$ cat config.mk
export PLATFORM = sky130hd
export DESIGN_NAME = tle_top
export DESIGN_NICKNAME = d
export VERILOG_FILES = /design/src/core/tle_pkg.sv /design/src/core/tle_channel.sv /design/src/core/tle_top.sv
export SDC_FILE = /design/constraint.sdc
export NUM_CORES = 1
export LEC_CHECK = 0
export ABC_AREA = 0
export BUFFER_PORTS_ARGS = -buffer_cell sky130_fd_sc_hd__buf_2
export CAP_MARGIN = 0
export CORE_MARGIN = 4
export CORE_UTILIZATION = 45
export DETAILED_ROUTE_END_ITERATION = 10
export PLACE_DENSITY_LB_ADDON = 0.12
export SLEW_MARGIN = 30
export SYNTH_ARGS = -nofsm -noshare
export SYNTH_HDL_FRONTEND = slang
export SYNTH_SLANG_ARGS = --single-unit
$ cat constraint.sdc
create_clock -name mclk -period 6.05 [get_ports mclk]
set_clock_uncertainty 0.15 [all_clocks]
set_input_delay 1.21 -clock mclk [delete_from_list [all_inputs] [get_ports mclk]]
set_output_delay 1.21 -clock mclk [all_outputs]
set_load 0.03 [all_outputs]
$ cat src/core/tle_pkg.sv
// package: register map, field positions, reset values and timing for the temp limit block
package tle_pkg;
   // ==================================================
   // register offsets (byte addresses, 16-byte window)
   localparam logic [3:0] OFS_EVT_STATUS  = 4'h0;  // temp_event_status_reg
   localparam logic [3:0] OFS_MGMT_EN     = 4'h2;  // temp_event_mgmt_enable_reg
   localparam logic [3:0] OFS_IRQ_EN      = 4'h4;  // temp_event_irq_enable_reg
   localparam logic [3:0] OFS_SENSOR_CFG  = 4'h8;  // sensor_config_reg
   localparam logic [3:0] OFS_BANK_SEL    = 4'h9;  // bank_select_reg
   localparam logic [3:0] OFS_CH_CFGSTAT  = 4'ha;  // channel_config_status_reg
   localparam logic [3:0] OFS_READING     = 4'hb;  // reading_reg
   localparam logic [3:0] OFS_HIGH_LIMIT  = 4'hc;  // high_limit_reg
   localparam logic [3:0] OFS_LOW_LIMIT   = 4'hd;  // low_limit_reg
   localparam logic [3:0] OFS_OT_LIMIT    = 4'he;  // overtemp_limit_reg
   localparam logic [3:0] OFS_SIM_RESULT  = 4'hf;  // conversion result feed, not decoded: writes ignored, reads as zero
   // ==================================================
   // channel config/status field positions
   localparam int CFS_LOW    = 0;  // low limit exceeded, w1c
   localparam int CFS_HIGH   = 1;  // high limit exceeded, w1c
   localparam int CFS_OT     = 2;  // overtemp limit exceeded, w1c
   localparam int CFS_ALEN   = 3;  // alert output enable
   localparam int CFS_OTEN   = 4;  // shutdown output enable
   localparam int CFS_CHEN   = 5;  // channel enable
   // sensor config field positions
   localparam int CFG_STBY   = 0;  // standby mode
   // ==================================================
   // reset values
   localparam logic [7:0] RST_CFGSTAT   = 8'h00;
   localparam logic [7:0] RST_SENSORCFG = 8'h01;  // standby set by default
   localparam logic [7:0] RST_HIGH      = 8'h7f;  // +127 C
   localparam logic [7:0] RST_LOW       = 8'hc9;  // -55 C
   localparam logic [7:0] RST_OT        = 8'h7f;  // +127 C
   localparam logic [7:0] RST_READING   = 8'h00;  // 0 C
   // ==================================================
   // timing
   localparam int CLK_MHZ     = 100;
   localparam int CONV_NS     = 1000;  // time for one channel conversion
   localparam int CONV_CYC    = (CONV_NS * CLK_MHZ + 999) / 1000;
   localparam int WAKE_NS     = 2000;  // wake-up sequence after sleep input returns
   localparam int WAKE_CYC    = (WAKE_NS * CLK_MHZ + 999) / 1000;
   localparam int NUM_CH      = 2;

   typedef enum logic [1:0] {
      CV_IDLE = 2'b00,  // not converting
      CV_WAKE = 2'b01,  // wake-up sequence
      CV_RUN  = 2'b11   // converting a channel
   } tle_conv_t;
endpackage : tle_pkg

$ cat src/core/tle_channel.sv
// one remote channel: limits, latest reading, sticky exceeded flags
`timescale 1ns/100ps
`default_nettype none
module tle_channel
   import tle_pkg::*;
(
   input  wire logic       mclk,       // clock
   input  wire logic       rst_n,      // async reset, active low
   input  wire logic       wrCfg,      // write to config/status
   input  wire logic       wrHigh,     // write to high limit
   input  wire logic       wrLow,      // write to low limit
   input  wire logic       wrOt,       // write to overtemp limit
   input  wire logic [7:0] wData,      // write data
   input  wire logic       convDone,   // conversion of this channel finished
   input  wire logic [7:0] convVal,    // new result
   output logic      [7:0] cfgStat,    // config/status image
   output logic      [7:0] reading,    // latest reading
   output logic      [7:0] highLim,    // high limit
   output logic      [7:0] lowLim,     // low limit
   output logic      [7:0] otLim       // overtemp limit
);
   // ==================================================
   // limit, reading, flag and enable registers, compare hits
   logic [7:0] highLim_r;  // high limit
   logic [7:0] lowLim_r;   // low limit
   logic [7:0] otLim_r;    // overtemp limit
   logic [7:0] reading_r;  // last result
   logic [2:0] flags_r;    // ot, high, low
   logic [2:0] ctrl_r;     // chen, oten, alen
   logic [2:0] hit;        // violations of the new result

   // limit writes
   always_ff @(posedge mclk or negedge rst_n) begin
      if (!rst_n) begin
         highLim_r <= RST_HIGH;
         lowLim_r  <= RST_LOW;
         otLim_r   <= RST_OT;
      end else begin
         if (wrHigh) highLim_r <= wData;
         if (wrLow)  lowLim_r  <= wData;
         if (wrOt)   otLim_r   <= wData;
      end
   end

   // result store, readable at any time
   always_ff @(posedge mclk or negedge rst_n) begin
      if (!rst_n) begin
         reading_r <= RST_READING;
      end else if (convDone) begin
         reading_r <= convVal;
      end
   end

   // signed compare of the fresh result
   always_comb begin
      hit[CFS_OT]   = $signed(convVal) > $signed(otLim_r);
      hit[CFS_HIGH] = $signed(convVal) > $signed(highLim_r);
      hit[CFS_LOW]  = $signed(convVal) < $signed(lowLim_r);
   end

   // sticky flags: set once per conversion, w1c, set beats clear
   always_ff @(posedge mclk or negedge rst_n) begin
      if (!rst_n) begin
         flags_r <= RST_CFGSTAT[2:0];
      end else begin
         flags_r <= (flags_r & ~(wrCfg ? wData[2:0] : 3'h0))
                    | (convDone ? hit : 3'h0);
      end
   end

   // enable bits
   always_ff @(posedge mclk or negedge rst_n) begin
      if (!rst_n) begin
         ctrl_r <= RST_CFGSTAT[5:3];
      end else if (wrCfg) begin
         ctrl_r <= wData[5:3];
      end
   end

   assign cfgStat = {2'b00, ctrl_r, flags_r};
   assign reading = reading_r;
   assign highLim = highLim_r;
   assign lowLim  = lowLim_r;
   assign otLim   = otLim_r;
endmodule : tle_channel
`default_nettype wire

$ cat src/core/tle_top.sv
// top: APB register window, conversion sequencer and event outputs
`timescale 1ns/100ps
`default_nettype none
module tle_top
   import tle_pkg::*;
(
   input  wire logic        mclk,           // clock, 100 MHz
   input  wire logic        rst_n,          // async reset, active low
   input  wire logic        psel,           // apb select
   input  wire logic        penable,        // apb access phase
   input  wire logic        pwrite,         // apb direction
   input  wire logic [11:0] paddr,          // apb byte address
   input  wire logic [31:0] pwdata,         // apb write data
   output logic      [31:0] prdata,         // apb read data
   output logic             pready,         // apb ready
   output logic             pslverr,        // apb error
   input  wire logic        sleepStateIn,   // sleep state input, high = awake
   input  wire logic        adcValid,       // converter result strobe, pin side
   input  wire logic [7:0]  adcData,        // converter result, pin side
   output logic             alertOut_n,     // window alert, active low
   output logic             otShutdownOut_n,// combined shutdown, active low
   output logic             shutdownCh1_n,  // channel 1 shutdown, active low
   output logic             shutdownCh2_n,  // channel 2 shutdown, active low
   output logic             mgmtIntOut_n,   // management interrupt, active low
   output logic             irqOut,         // irq, active high
   output logic             convActive,     // converter running
   output logic             convChan        // channel being converted
);
   // ==================================================
   // pin synchronisers
   logic [1:0] sleepSync_r;  // sleep input sync
   logic [1:0] vldSync_r;    // result strobe sync
   logic [7:0] dat1_r;       // result sync stage 1
   logic [7:0] dat2_r;       // result sync stage 2
   logic       vldD_r;       // strobe edge history

   always_ff @(posedge mclk or negedge rst_n) begin
      if (!rst_n) begin
         sleepSync_r <= 2'b00;
         vldSync_r   <= 2'b00;
         dat1_r      <= 8'h00;
         dat2_r      <= 8'h00;
         vldD_r      <= 1'b0;
      end else begin
         sleepSync_r <= {sleepSync_r[0], sleepStateIn};
         vldSync_r   <= {vldSync_r[0], adcValid};
         dat1_r      <= adcData;
         dat2_r      <= dat1_r;
         vldD_r      <= vldSync_r[1];
      end
   end
   wire awake   = sleepSync_r[1];
   wire extDone = vldSync_r[1] & ~vldD_r;  // rising edge of result strobe

   // ==================================================
   // apb decode
   logic [7:0] bank_r;       // bank select
   logic [7:0] cfg_r;        // sensor config
   logic [3:0] mgmtEn_r;     // mgmt enables
   logic [3:0] irqEn_r;      // irq enables
   logic [3:0] evt_r;        // event status
   logic [7:0] rdMux;        // read mux

   wire        acc    = psel & penable;
   wire        wrAcc  = acc & pwrite;
   wire [3:0]  ofs    = paddr[3:0];
   wire        inWin  = (paddr[11:4] == 8'h00);
   wire        banked = (ofs >= OFS_CH_CFGSTAT);
   wire        bankOk = (bank_r < 8'(NUM_CH));
   wire        sel1   = (bank_r == 8'h00);
   wire        wrOk   = wrAcc & inWin;

   // per-channel write strobes
   logic [NUM_CH-1:0] wCfg;   // config/status strobe
   logic [NUM_CH-1:0] wHigh;  // high limit strobe
   logic [NUM_CH-1:0] wLow;   // low limit strobe
   logic [NUM_CH-1:0] wOt;    // ot limit strobe
   always_comb begin
      for (int i = 0; i < NUM_CH; i++) begin
         wCfg[i]  = wrOk && bankOk && (bank_r == 8'(i)) && ofs == OFS_CH_CFGSTAT;
         wHigh[i] = wrOk && bankOk && (bank_r == 8'(i)) && ofs == OFS_HIGH_LIMIT;
         wLow[i]  = wrOk && bankOk && (bank_r == 8'(i)) && ofs == OFS_LOW_LIMIT;
         wOt[i]   = wrOk && bankOk && (bank_r == 8'(i)) && ofs == OFS_OT_LIMIT;
      end
   end

   // ==================================================
   // conversion sequencer
   tle_conv_t  st_r;         // sequencer state
   logic [15:0] cnt_r;       // cycle counter
   logic        ch_r;        // current channel
   logic [7:0]  cv0, cv1;    // config images
   wire         stby = cfg_r[CFG_STBY];
   wire         en0  = cv0[CFS_CHEN];
   wire         en1  = cv1[CFS_CHEN];
   wire         anyEn = en0 | en1;
   wire         runOk = awake & ~stby & anyEn;
   wire         timerDone = (st_r == CV_RUN) && (cnt_r == 16'(CONV_CYC - 1));
   wire         done = (st_r == CV_RUN) && (extDone || timerDone);
   // next channel: alternate, skipping a disabled one
   wire         nxtCh = ch_r ? (en0 ? 1'b0 : 1'b1) : (en1 ? 1'b1 : 1'b0);

   always_ff @(posedge mclk or negedge rst_n) begin
      if (!rst_n) begin
         st_r  <= CV_IDLE;
         cnt_r <= 16'h0000;
         ch_r  <= 1'b0;
      end else begin
         case (st_r)
            CV_IDLE: begin  // wait for wake, standby off and a channel
               cnt_r <= 16'h0000;
               if (runOk) st_r <= CV_WAKE;
            end
            CV_WAKE: begin  // wake-up sequence
               if (!runOk) begin
                  st_r <= CV_IDLE;
               end else if (cnt_r == 16'(WAKE_CYC - 1)) begin
                  st_r  <= CV_RUN;
                  cnt_r <= 16'h0000;
                  ch_r  <= en0 ? 1'b0 : 1'b1;
               end else begin
                  cnt_r <= cnt_r + 16'h0001;
               end
            end
            CV_RUN: begin  // convert, then move to the next enabled channel
               if (!runOk) begin
                  st_r <= CV_IDLE;
               end else if (done) begin
                  cnt_r <= 16'h0000;
                  ch_r  <= nxtCh;
               end else begin
                  cnt_r <= cnt_r + 16'h0001;
               end
            end
            default: st_r <= CV_IDLE;
         endcase
      end
   end

   // result source: converter data on strobe, else zero on timeout
   wire [7:0] convVal = extDone ? dat2_r : 8'h00;
   wire [1:0] chDone  = {done & ch_r, done & ~ch_r};

   // ==================================================
   // channels
   logic [7:0] rd0, rd1, hl0, hl1, ll0, ll1, ol0, ol1;
   tle_channel u_ch1 (
      .mclk(mclk), .rst_n(rst_n), .wrCfg(wCfg[0]), .wrHigh(wHigh[0]),
      .wrLow(wLow[0]), .wrOt(wOt[0]), .wData(pwdata[7:0]), .convDone(chDone[0]),
      .convVal(convVal), .cfgStat(cv0), .reading(rd0), .highLim(hl0),
      .lowLim(ll0), .otLim(ol0)
   );
   tle_channel u_ch2 (
      .mclk(mclk), .rst_n(rst_n), .wrCfg(wCfg[1]), .wrHigh(wHigh[1]),
      .wrLow(wLow[1]), .wrOt(wOt[1]), .wData(pwdata[7:0]), .convDone(chDone[1]),
      .convVal(convVal), .cfgStat(cv1), .reading(rd1), .highLim(hl1),
      .lowLim(ll1), .otLim(ol1)
   );

   // ==================================================
   // common registers
   always_ff @(posedge mclk or negedge rst_n) begin
      if (!rst_n) begin
         bank_r  <= 8'h00;
         cfg_r   <= RST_SENSORCFG;
         mgmtEn_r <= 4'h0;
         irqEn_r <= 4'h0;
      end else if (wrOk) begin
         case (ofs)
            OFS_BANK_SEL:   bank_r  <= pwdata[7:0];
            OFS_SENSOR_CFG: cfg_r   <= {7'h00, pwdata[CFG_STBY]};
            OFS_MGMT_EN:    mgmtEn_r <= pwdata[3:0];
            OFS_IRQ_EN:     irqEn_r <= pwdata[3:0];
            default: ;
         endcase
      end
   end

   // event status: follows channel flags, w1c, set beats clear
   wire [3:0] evtSet = {cv1[CFS_OT], cv1[CFS_HIGH] | cv1[CFS_LOW],
                        cv0[CFS_OT], cv0[CFS_HIGH] | cv0[CFS_LOW]};
   wire [3:0] evtClr = (wrOk && ofs == OFS_EVT_STATUS) ? pwdata[3:0] : 4'h0;
   always_ff @(posedge mclk or negedge rst_n) begin
      if (!rst_n) begin
         evt_r <= 4'h0;
      end else begin
         evt_r <= (evt_r & ~evtClr) | evtSet;
      end
   end

   // ==================================================
   // read mux and apb answer
   always_comb begin
      rdMux = 8'h00;
      case (ofs)
         OFS_EVT_STATUS: rdMux = {4'h0, evt_r};
         OFS_MGMT_EN:    rdMux = {4'h0, mgmtEn_r};
         OFS_IRQ_EN:     rdMux = {4'h0, irqEn_r};
         OFS_SENSOR_CFG: rdMux = cfg_r;
         OFS_BANK_SEL:   rdMux = bank_r;
         OFS_CH_CFGSTAT: rdMux = sel1 ? cv0 : cv1;
         OFS_READING:    rdMux = sel1 ? rd0 : rd1;
         OFS_HIGH_LIMIT: rdMux = sel1 ? hl0 : hl1;
         OFS_LOW_LIMIT:  rdMux = sel1 ? ll0 : ll1;
         OFS_OT_LIMIT:   rdMux = sel1 ? ol0 : ol1;
         default:        rdMux = 8'h00;
      endcase
      if (banked && !bankOk) rdMux = 8'h00;
   end

   always_ff @(posedge mclk or negedge rst_n) begin
      if (!rst_n) begin
         prdata  <= 32'h0000_0000;
         pready  <= 1'b0;
         pslverr <= 1'b0;
      end else begin
         pready  <= psel & ~penable;  // one wait-free access cycle after setup
         pslverr <= psel & ~penable & ~inWin;
         prdata  <= (psel & ~penable & ~pwrite & inWin) ? {24'h000000, rdMux} : 32'h0;
      end
   end

   // ==================================================
   // event outputs, all registered
   always_ff @(posedge mclk or negedge rst_n) begin
      if (!rst_n) begin
         alertOut_n      <= 1'b1;
         otShutdownOut_n <= 1'b1;
         shutdownCh1_n   <= 1'b1;
         shutdownCh2_n   <= 1'b1;
         mgmtIntOut_n    <= 1'b1;
         irqOut          <= 1'b0;
         convActive      <= 1'b0;
         convChan        <= 1'b0;
      end else begin
         alertOut_n <= ~((cv0[CFS_ALEN] & (cv0[CFS_HIGH] | cv0[CFS_LOW]))
                       | (cv1[CFS_ALEN] & (cv1[CFS_HIGH] | cv1[CFS_LOW])));
         shutdownCh1_n   <= ~(cv0[CFS_OTEN] & cv0[CFS_OT]);
         shutdownCh2_n   <= ~(cv1[CFS_OTEN] & cv1[CFS_OT]);
         otShutdownOut_n <= ~((cv0[CFS_OTEN] & cv0[CFS_OT])
                            | (cv1[CFS_OTEN] & cv1[CFS_OT]));
         mgmtIntOut_n <= ~|(evt_r & mgmtEn_r);
         irqOut       <= |(evt_r & irqEn_r);
         convActive   <= (st_r == CV_RUN);
         convChan     <= ch_r;
      end
   end
endmodule : tle_top
`default_nettype wire

==> results of run 1 <==
==> routing by layer <==
| layer | global-route usage | up-vias | share of wire |
|---|---|---|---|
| li1 | - | 2845 | - |
| met1 | 0.295 | 2955 | 0.47 |
| met2 | 0.337 | 187 | 0.46 |
| met3 | 0.0348 | 35 | 0.048 |
| met4 | 0.0785 | 0 | 0.027 |
| met5 | 0 | - | 0 |
==> power by group through the flow <==
stage,clock network [µW],logic [µW],registers [µW]
6_report,1110,120,1050
5_1_grt,1170,132,1050
4_1_cts,1130,120,1050
3_5_place_dp,0,119,1070
3_3_place_gp,0,118,1070
2_1_floorplan,0,74.1,1070
==> area by class of cell <==
| class | instances | area, µm² | share of cell area |
|---|---|---|---|
| clock buffer | 18 | 439 | 0.0484 |
| clock inverter | 14 | 169 | 0.0186 |
| inverter | 41 | 154 | 0.0169 |
| multi-input combinational | 558 | 3820 | 0.420 |
| sequential | 155 | 3930 | 0.433 |
| tap | 229 | 287 | 0.0316 |
| timing repair buffer | 54 | 284 | 0.0313 |
==> worst register-to-register path: stages, from the launching register on <==
cell and delay, ns:
dfrtp_1 0.38, nor2b_1 0.64, and2_1 0.55, ha_1 0.36, nand2_1 0.09, nor2_1 0.05
and3b_1 0.19, a31oi_1 0.14, mux2_2 0.36, a32o_1 0.26
==> stage by stage <==
stage	hold WS (ns)	total power [µW]	std cells	setup slack, ns	util
after floorplan	0.181	1140	809	3.01	-
after global placement	0.182	1190	1037	2.36	0.473
after detailed placement	0.186	1190	1037	2.38	0.473
after CTS	0.200	2300	1069	2.75	0.507
after global routing	0.202	2350	1069	2.58	0.507
final	0.197	2280	1069	2.77	0.507
==> how the worst min path moves through the flow <==
stage / cells after the start / start / slack, ns / to
floorplan: 0 / dat1_r[0] / 0.18 / dat2_r[0]
global placement: 0 / dat1_r[2] / 0.18 / dat2_r[2]
detailed placement: 0 / dat1_r[1] / 0.19 / dat2_r[1]
CTS: 0 / dat1_r[1] / 0.20 / dat2_r[1]
global route: 0 / dat1_r[2] / 0.20 / dat2_r[2]
finish: 0 / dat1_r[2] / 0.20 / dat2_r[2]
==> synthesized netlist by cell type, drive strengths merged, types with 20 or more instances <==
cell type,count,area share
ha,35,0.054
o21ai,55,0.035
mux2,50,0.070
nand3,20,0.014
mux2i,25,0.031
inv,41,0.019
nor2,39,0.023
dfstp,42,0.14
a21oi,29,0.018
buf,43,0.038
nand2,101,0.047
dfrtp,113,0.35
==> cell families after synthesis <==
logic type | after synthesis | share of synthesized area
AO/OA/AOI/OAI | 166 | 0.132
other | 1 | 0.000459
multiplexers | 75 | 0.100
AND/OR/NAND/NOR | 241 | 0.151
adder cells (fa/ha/maj) | 42 | 0.0622
XOR/XNOR | 10 | 0.0107
buffers and inverters | 96 | 0.0623
flip-flops | 155 | 0.481
==> impl_metrics.env, run 1 <==
export IMPL_postPlaceCellArea_um2=8470
export IMPL_max_cap_violations=0
export IMPL_vias=6022
export IMPL_cts_resized=0
export IMPL_grt_pass1_wl_um=33200
export IMPL_worst_endpoint_arrival_ns=3.44
export IMPL_antenna_found_initial=0
export IMPL_die_w_um=143
export IMPL_syn_area_um2=8170
export IMPL_setup_viol=0
export IMPL_cts_tree="built"
export IMPL_power_frac_seq=0.461
export IMPL_reg2reg_from="vldSync_r[1]"
export IMPL_rows=49
export IMPL_dieArea_um2=20400
export IMPL_track_usage=0.212
export IMPL_worst_path_stages=6
export IMPL_intPower_uw=1730
export IMPL_fp_dieH_um=143
export IMPL_ys_async_sr_fraction=1.00
export IMPL_cts_setup_buffers=0
export IMPL_synth_enable_flop_cells=0
export IMPL_grt_pass1_vias=6001
export IMPL_crit_start="paddr[9]"
export IMPL_area_delta_synth_final_pct=11.1
export IMPL_grt_setup_unrepaired="no"
export IMPL_status="finished clean"
export IMPL_crit_end="u_ch1.lowLim[1]"
export IMPL_synthCells=786
export IMPL_cp_slowest_cell="or4_1"
export IMPL_grt_max_degree=103
export IMPL_crit_buf_inv=1
export IMPL_core_area_um2=17900
export IMPL_cts_buffers=17
export IMPL_peakVddDrop_mv=0.195
export IMPL_pwr_density_cell_nw_per_um2=251
export IMPL_reg2reg_slack_ns=2.78
export IMPL_final_cell_mix="dfrtp_1, nand2_1, buf_2"
export IMPL_slowest_delay_ns=0.57
export IMPL_finalCriticalPeriod_ns=3.28
export IMPL_gr_total_overflow=0
export IMPL_avgSynthCellArea_um2=10.4
export IMPL_critPathTopFamily="simple AND/OR/NAND/NOR gates"
export IMPL_fmax_ghz=0.305
export IMPL_crit_path_end_kind="flop"
export IMPL_ctsLongestPathBuffers=2
export IMPL_synth_cell_types=64
export IMPL_drt_pass1_iter_count=4
export IMPL_drtAntennaViolNets=0
export IMPL_critPathKind="in2reg"
export IMPL_worst_setup_path_start_kind="input port"
export IMPL_pin_count=101
export IMPL_switchingPower_uw=544
export IMPL_p_comb_frac=0.053
export IMPL_drt_total_wl_um=21100
export IMPL_p_clk_frac=0.487
export IMPL_routedWlPerCell_um=19.7
export IMPL_relSlewSlack=0.435
export IMPL_clk_pin_slew_worst_paths_ns=0.06
export IMPL_final_common_cell="dfrtp_1"
export IMPL_h_tree_depth=4
export IMPL_synth_warnings=0
export IMPL_drt_iter0_drc=430
export IMPL_drc=0
export IMPL_gp_congestion=0.857
export IMPL_start_util=0.456
export IMPL_stdcell_area_um2=9080
export IMPL_leakage_uw=0.00433
export IMPL_n_antenna_cell=0
export IMPL_crit_fanout=13
export IMPL_yosysSeqAreaShare=0.481
export IMPL_tightest_slew_ns=0.845
export IMPL_hold_viol=0
export IMPL_r2r_cells=9
export IMPL_period_share=0.542
export IMPL_switching_share=0.239
export IMPL_io_buffers=52
export IMPL_cts_root_buffer="clkbuf_16"
export IMPL_reg2reg_to="u_ch2.flags_r[2]"
export IMPL_final_nets=921
export IMPL_largest_register="cnt_r"
export IMPL_synthFlopType="dfrtp_1"
export IMPL_largest_reg_flops=16
export IMPL_vias_per_cell=5.63
export IMPL_ys_seq_elements=155
export IMPL_clock_sinks=155
export IMPL_place_hpwl_um=14700
export IMPL_drv_slew=0
export IMPL_hold_class="reg2reg"
export IMPL_ctsHoldBuffers=0
export IMPL_crit_required_ns=6.21
export IMPL_drive_gt1_frac=0.231
export IMPL_path_cells="buf_2, or4_1, nor3_2, nand2_2, nor2_2, mux2_2"
export IMPL_clkLatencyLatePin_ns=0.43
export IMPL_tns_ns=0
export IMPL_fill_cells=1633
Power figures use the tool's default switching activity.
==> run 2, diff against run 1 <==
- clock period: 6.05 -> 2.7 ns (I/O delays scaled with it)
==> impl_metrics.env, run 2 (synthesis results as in run 1) <==
export IMPL_grt_max_degree=51
export IMPL_start_util=0.456
export IMPL_drv_slew=0
export IMPL_clkLatencyLatePin_ns=0.42
export IMPL_drtAntennaViolNets=0
export IMPL_drt_total_wl_um=22000
export IMPL_cts_root_buffer="clkbuf_16"
export IMPL_vias_per_cell=5.62
export IMPL_crit_required_ns=2.85
export IMPL_core_area_um2=17900
export IMPL_grt_pass1_vias=6209
export IMPL_clk_pin_slew_worst_paths_ns=0.07
export IMPL_final_nets=963
export IMPL_critPathKind="reg2reg"
export IMPL_power_frac_seq=0.466
export IMPL_grt_setup_unrepaired="no"
export IMPL_peakVddDrop_mv=0.444
export IMPL_rows=49
export IMPL_n_antenna_cell=0
export IMPL_drt_pass1_iter_count=5
export IMPL_critPathTopFamily="simple AND/OR/NAND/NOR gates"
export IMPL_tightest_slew_ns=0.782
export IMPL_crit_buf_inv=2
export IMPL_drc=0
export IMPL_path_common_cell="buf_4"
export IMPL_relSlewSlack=0.478
export IMPL_pin_count=101
export IMPL_hold_start="adcData[4]"
export IMPL_layout_setup_ws_ns=0.128
export IMPL_ctsLongestPathBuffers=2
export IMPL_cp_slowest_cell="dfrtp_1"
export IMPL_drive_gt1_frac=0.273
export IMPL_worst_setup_path_start_kind="flop"
export IMPL_fill_cells=1627
export IMPL_drt_iter0_drc=527
export IMPL_path_cells="nor2b_4, and2_1, buf_4, ha_1, nand3_1, nor3_1, o211ai_1, a41oi_1, buf_4, o2bb2ai_1"
export IMPL_h_tree_depth=4
export IMPL_largest_reg_flops=16
export IMPL_p_clk_frac=0.474
export IMPL_gr_total_overflow=0
export IMPL_finalCriticalPeriod_ns=2.57
export IMPL_clock_sinks=155
export IMPL_area_delta_synth_final_pct=15.8
export IMPL_gp_congestion=0.905
export IMPL_final_common_cell="dfrtp_1"
export IMPL_slowest_delay_ns=0.41
export IMPL_grt_pass1_wl_um=34700
export IMPL_max_cap_violations=0
export IMPL_leakage_uw=0.00455
export IMPL_worst_endpoint_arrival_ns=2.72
export IMPL_postPlaceCellArea_um2=8830
export IMPL_tns_ns=0
export IMPL_pwr_density_cell_nw_per_um2=533
export IMPL_finish_utilization=0.529
export IMPL_switching_share=0.246
export IMPL_die_w_um=143
export IMPL_io_buffers=52
export IMPL_crit_start="vldSync_r[1]"
export IMPL_final_cell_mix="dfrtp_1, nand2_1, buf_2"
export IMPL_hold_viol=0
export IMPL_hold_class="in2reg"
export IMPL_reg2reg_from="vldSync_r[1]"
export IMPL_fin_cells=1111
export IMPL_fp_dieH_um=143
export IMPL_crit_path_end_kind="flop"
export IMPL_routedWlPerCell_um=19.8
export IMPL_cts_buffers=17
export IMPL_largest_register="cnt_r"
export IMPL_period_share=0.952
export IMPL_vias=6243
export IMPL_cts_tree="built"
export IMPL_setup_viol=0
export IMPL_p_comb_frac=0.060
export IMPL_fmax_ghz=0.389
export IMPL_status="finished clean"
export IMPL_switchingPower_uw=1240
export IMPL_stdcell_area_um2=9460
export IMPL_dp_cells=1078
export IMPL_crit_fanout=6
export IMPL_track_usage=0.223
export IMPL_intPower_uw=3800
export IMPL_dieArea_um2=20400
export IMPL_place_hpwl_um=16100
export IMPL_place_ws_ns=-0.0636
export IMPL_antenna_found_initial=1
==> run 2: per-layer routing <==
layer	global-route usage	vias up	share of wire
met5	0	-	0.00059
met4	0.0720	2	0.023
met3	0.0419	33	0.050
met2	0.353	176	0.46
met1	0.312	3106	0.47
li1	-	2926	-
==> run 2: power by group through the flow <==
stage / Combinational [µW] / Clock, µW / Sequential, µW
after floorplan: 166 / 0 / 2390
after global placement: 293 / 0 / 2390
after detailed placement: 296 / 0 / 2390
after CTS: 299 / 2440 / 2350
after global routing: 330 / 2550 / 2350
final: 301 / 2390 / 2350
==> run 2: metrics by stage <==
| stage | total power (µW) | hold WS (ns) |
|---|---|---|
| CTS | 5090 | 0.0510 |
| detailed placement | 2690 | 0.185 |
| finish | 5040 | 0.0643 |
| floorplan | 2560 | 0.0944 |
| global route | 5230 | 0.0450 |
| global placement | 2690 | 0.182 |
==> run 2: cell type report <==
class	count	area, µm²	area share
inverters	41	154	0.0163
repair buffers	96	649	0.0686
well taps	229	287	0.0303
clock inverters	15	161	0.0171
flip-flops and latches	155	3930	0.415
clock buffers	17	425	0.0450
multi-input cells	558	3850	0.407
==> run 2: path summary, 6_finish.rpt <==
path                                     to  slack, ns  depth (start not counted)
hold / removal                    dat1_r[4]       0.06                          1
hold reg to reg                   dat2_r[0]       0.20                          0
setup reg to reg           u_ch2.flags_r[0]       0.13                         10
min in group asynchronous            irqOut       0.49                          2
setup / recovery           u_ch2.flags_r[0]       0.13                         10
max in group asynchronous   otShutdownOut_n       1.13                          3
==> run 2: timing repair <==
item                                    4_1_cts  5_1_grt
gates resized for setup                       1        7
setup buffers                                 0        0
endpoints found under the setup margin        3        8
endpoints found under the hold margin        29        0
hold buffers                                  1        0
==> run 2: worst register-to-register path, cell delays in order, from the launching register on <==
cell and delay, ns:
dfrtp_1 0.41, nor2b_4 0.16, and2_1 0.22, buf_4 0.18, ha_1 0.29, nand3_1 0.09, nor3_1 0.26, o211ai_1 0.21
a41oi_1 0.26, buf_4 0.16, o2bb2ai_1 0.06
==> run 3, diff against run 2 <==
- CORE_UTILIZATION: 45 -> 29
==> impl_metrics.env, run 3 (synthesis results as in run 1) <==
export IMPL_tns_ns=0
export IMPL_drt_total_wl_um=23700
export IMPL_drt_pass1_iter_count=4
export IMPL_grt_setup_unrepaired="yes"
export IMPL_vias=6070
export IMPL_slowest_delay_ns=0.37
export IMPL_core_area_um2=27800
export IMPL_fill_cells=2890
export IMPL_drtAntennaViolNets=0
export IMPL_power_frac_seq=0.475
export IMPL_reg2reg_slack_ns=0.12
export IMPL_hold_viol=0
export IMPL_cts_buffers=17
export IMPL_period_share=0.957
export IMPL_leakage_uw=0.00462
export IMPL_p_clk_frac=0.462
export IMPL_crit_fanout=6
export IMPL_worst_setup_path_start_kind="flop"
export IMPL_place_ws_ns=-0.00378
export IMPL_hold_class="in2reg"
export IMPL_whs_path_depth=1
export IMPL_setup_viol=0
export IMPL_peakVddDrop_mv=0.284
export IMPL_pwr_density_cell_nw_per_um2=506
export IMPL_cts_tree="built"
export IMPL_path_cells="nor2b_1, buf_4, and2_2, ha_1, nand2_1, nor2_1, and3b_1, a31oi_1, mux2_2, a32o_1"
export IMPL_drt_iter0_drc=372
export IMPL_final_cell_mix="dfrtp_1, nand2_1, buf_4"
export IMPL_h_tree_depth=4
export IMPL_critPathKind="reg2reg"
export IMPL_crit_required_ns=2.86
export IMPL_final_nets=979
export IMPL_clkLatencyLatePin_ns=0.43
export IMPL_gr_total_overflow=0
export IMPL_largest_reg_flops=16
export IMPL_place_hpwl_um=17700
export IMPL_gp_congestion=0.810
export IMPL_antenna_found_initial=0
export IMPL_ctsLongestPathBuffers=2
export IMPL_highest_layer="met4"
export IMPL_clk_pin_slew_worst_paths_ns=0.06
export IMPL_switching_share=0.257
export IMPL_relSlewSlack=0.437
export IMPL_drive_gt1_frac=0.290
export IMPL_largest_register="cnt_r"
export IMPL_area_delta_synth_final_pct=19.7
export IMPL_r2r_cells=10
export IMPL_die_w_um=176
export IMPL_grt_pass1_wl_um=37300
export IMPL_reg2reg_to="u_ch2.flags_r[2]"
export IMPL_drv_slew=0
export IMPL_cts_setup_buffers=0
export IMPL_fmax_ghz=0.387
export IMPL_switchingPower_uw=1270
export IMPL_fp_dieH_um=176
export IMPL_io_buffers=52
export IMPL_max_cap_violations=0
export IMPL_track_usage=0.158
export IMPL_rows=61
export IMPL_wl_met2_um=11000
export IMPL_grt_pass1_vias=6101
export IMPL_clock_sinks=155
export IMPL_hold_end="vldSync_r[0]"
export IMPL_reg2reg_from="vldSync_r[1]"
export IMPL_status="finished clean"
export IMPL_worst_endpoint_arrival_ns=2.74
export IMPL_hold_start="adcValid"
export IMPL_cp_slowest_cell="dfrtp_1"
export IMPL_wl_met1_um=11700
export IMPL_vias_per_cell=4.76
export IMPL_drc=0
export IMPL_finalCriticalPeriod_ns=2.58
export IMPL_pin_count=101
export IMPL_start_util=0.294
export IMPL_routedWlPerCell_um=18.6
export IMPL_p_comb_frac=0.063
export IMPL_tightest_slew_ns=0.843
export IMPL_crit_path_end_kind="flop"
export IMPL_cts_root_buffer="clkbuf_16"
export IMPL_intPower_uw=3680
export IMPL_dieArea_um2=30900
export IMPL_wl_met3_um=703
export IMPL_layout_setup_ws_ns=0.116
export IMPL_n_antenna_cell=0
export IMPL_grt_max_degree=52
export IMPL_final_common_cell="dfrtp_1"
## run 3: cell types whose count changed in the layout (fill, tap and decap cells not counted), sizes merged
cell and delta:
clkbuf +5, inv -2, buf +16, clkinvlp +1, bufinv -2, clkinv -2
## run 3: power groups by stage
stage	logic, µW	clock network [µW]	registers, µW
5_1_grt	347	2450	2350
4_1_cts	317	2360	2350
2_1_floorplan	166	0	2390
3_5_place_dp	315	0	2390
3_3_place_gp	315	0	2390
6_report	313	2290	2350
## run 3: what timing repair did
action / CTS / global route
gates resized for setup: 2 / 15
setup endpoints to repair: 1 / 7
pin swaps: 0 / 0
hold buffers: 1 / 0
hold endpoints to repair: 15 / 0
## run 3: layout make-up
class / instances / area [µm²] / area share
Sequential cell: 155 / 3930 / 0.402
Multi-Input combinational cell: 558 / 3870 / 0.395
Timing Repair Buffer: 112 / 807 / 0.0825
Tap cell: 378 / 473 / 0.0484
Clock buffer: 22 / 464 / 0.0475
Inverter: 41 / 154 / 0.0157
Clock inverter: 10 / 82.6 / 0.00844
## run 3: metrics by stage
stage	cells	util	hold slack [ns]	cell area, µm²	total power (µW)
finish	1276	0.352	0.0688	9780	4950
global route	1276	0.352	0.0441	9780	5150
CTS	1276	0.350	0.0485	9730	5030
detailed placement	1243	0.330	0.185	9170	2710
global placement	1243	0.330	0.182	9170	2710
floorplan	809	-	0.0944	8260	2560
## run 3: worst max-delay path: cells and delay by family, from the launching register on
family                     cells  cell delay [ns]
AOI/OAI and AO/OA              2             0.39
buffers and inverters          1             0.15
muxes                          1             0.37
DFF                            1             0.37
and+or+nand+nor                5             0.70
adders and majority gates      1             0.34
## run 3: routing by layer
| layer | up-vias | global-route usage |
|---|---|---|
| met4 | 0 | 0.0380 |
| met2 | 79 | 0.246 |
| met1 | 3012 | 0.230 |
| met5 | - | 0 |
| li1 | 2969 | - |
| met3 | 10 | 0.0269 |
## run 3: how the worst max path moves through the flow
stage / startpoint / end / slack (ns) / cells past startpoint
floorplan: vldSync_r[1] / u_ch2.flags_r[2] / 0.11 / 10
global placement: vldD_r / u_ch2.flags_r[2] / -0.004 / 10
detailed placement: vldD_r / u_ch2.flags_r[2] / -0.004 / 10
CTS: bank_r[5] / prdata[2] / 0.01 / 10
global route: vldSync_r[1] / u_ch2.flags_r[2] / -0.03 / 10
finish: vldSync_r[1] / u_ch2.flags_r[2] / 0.12 / 10
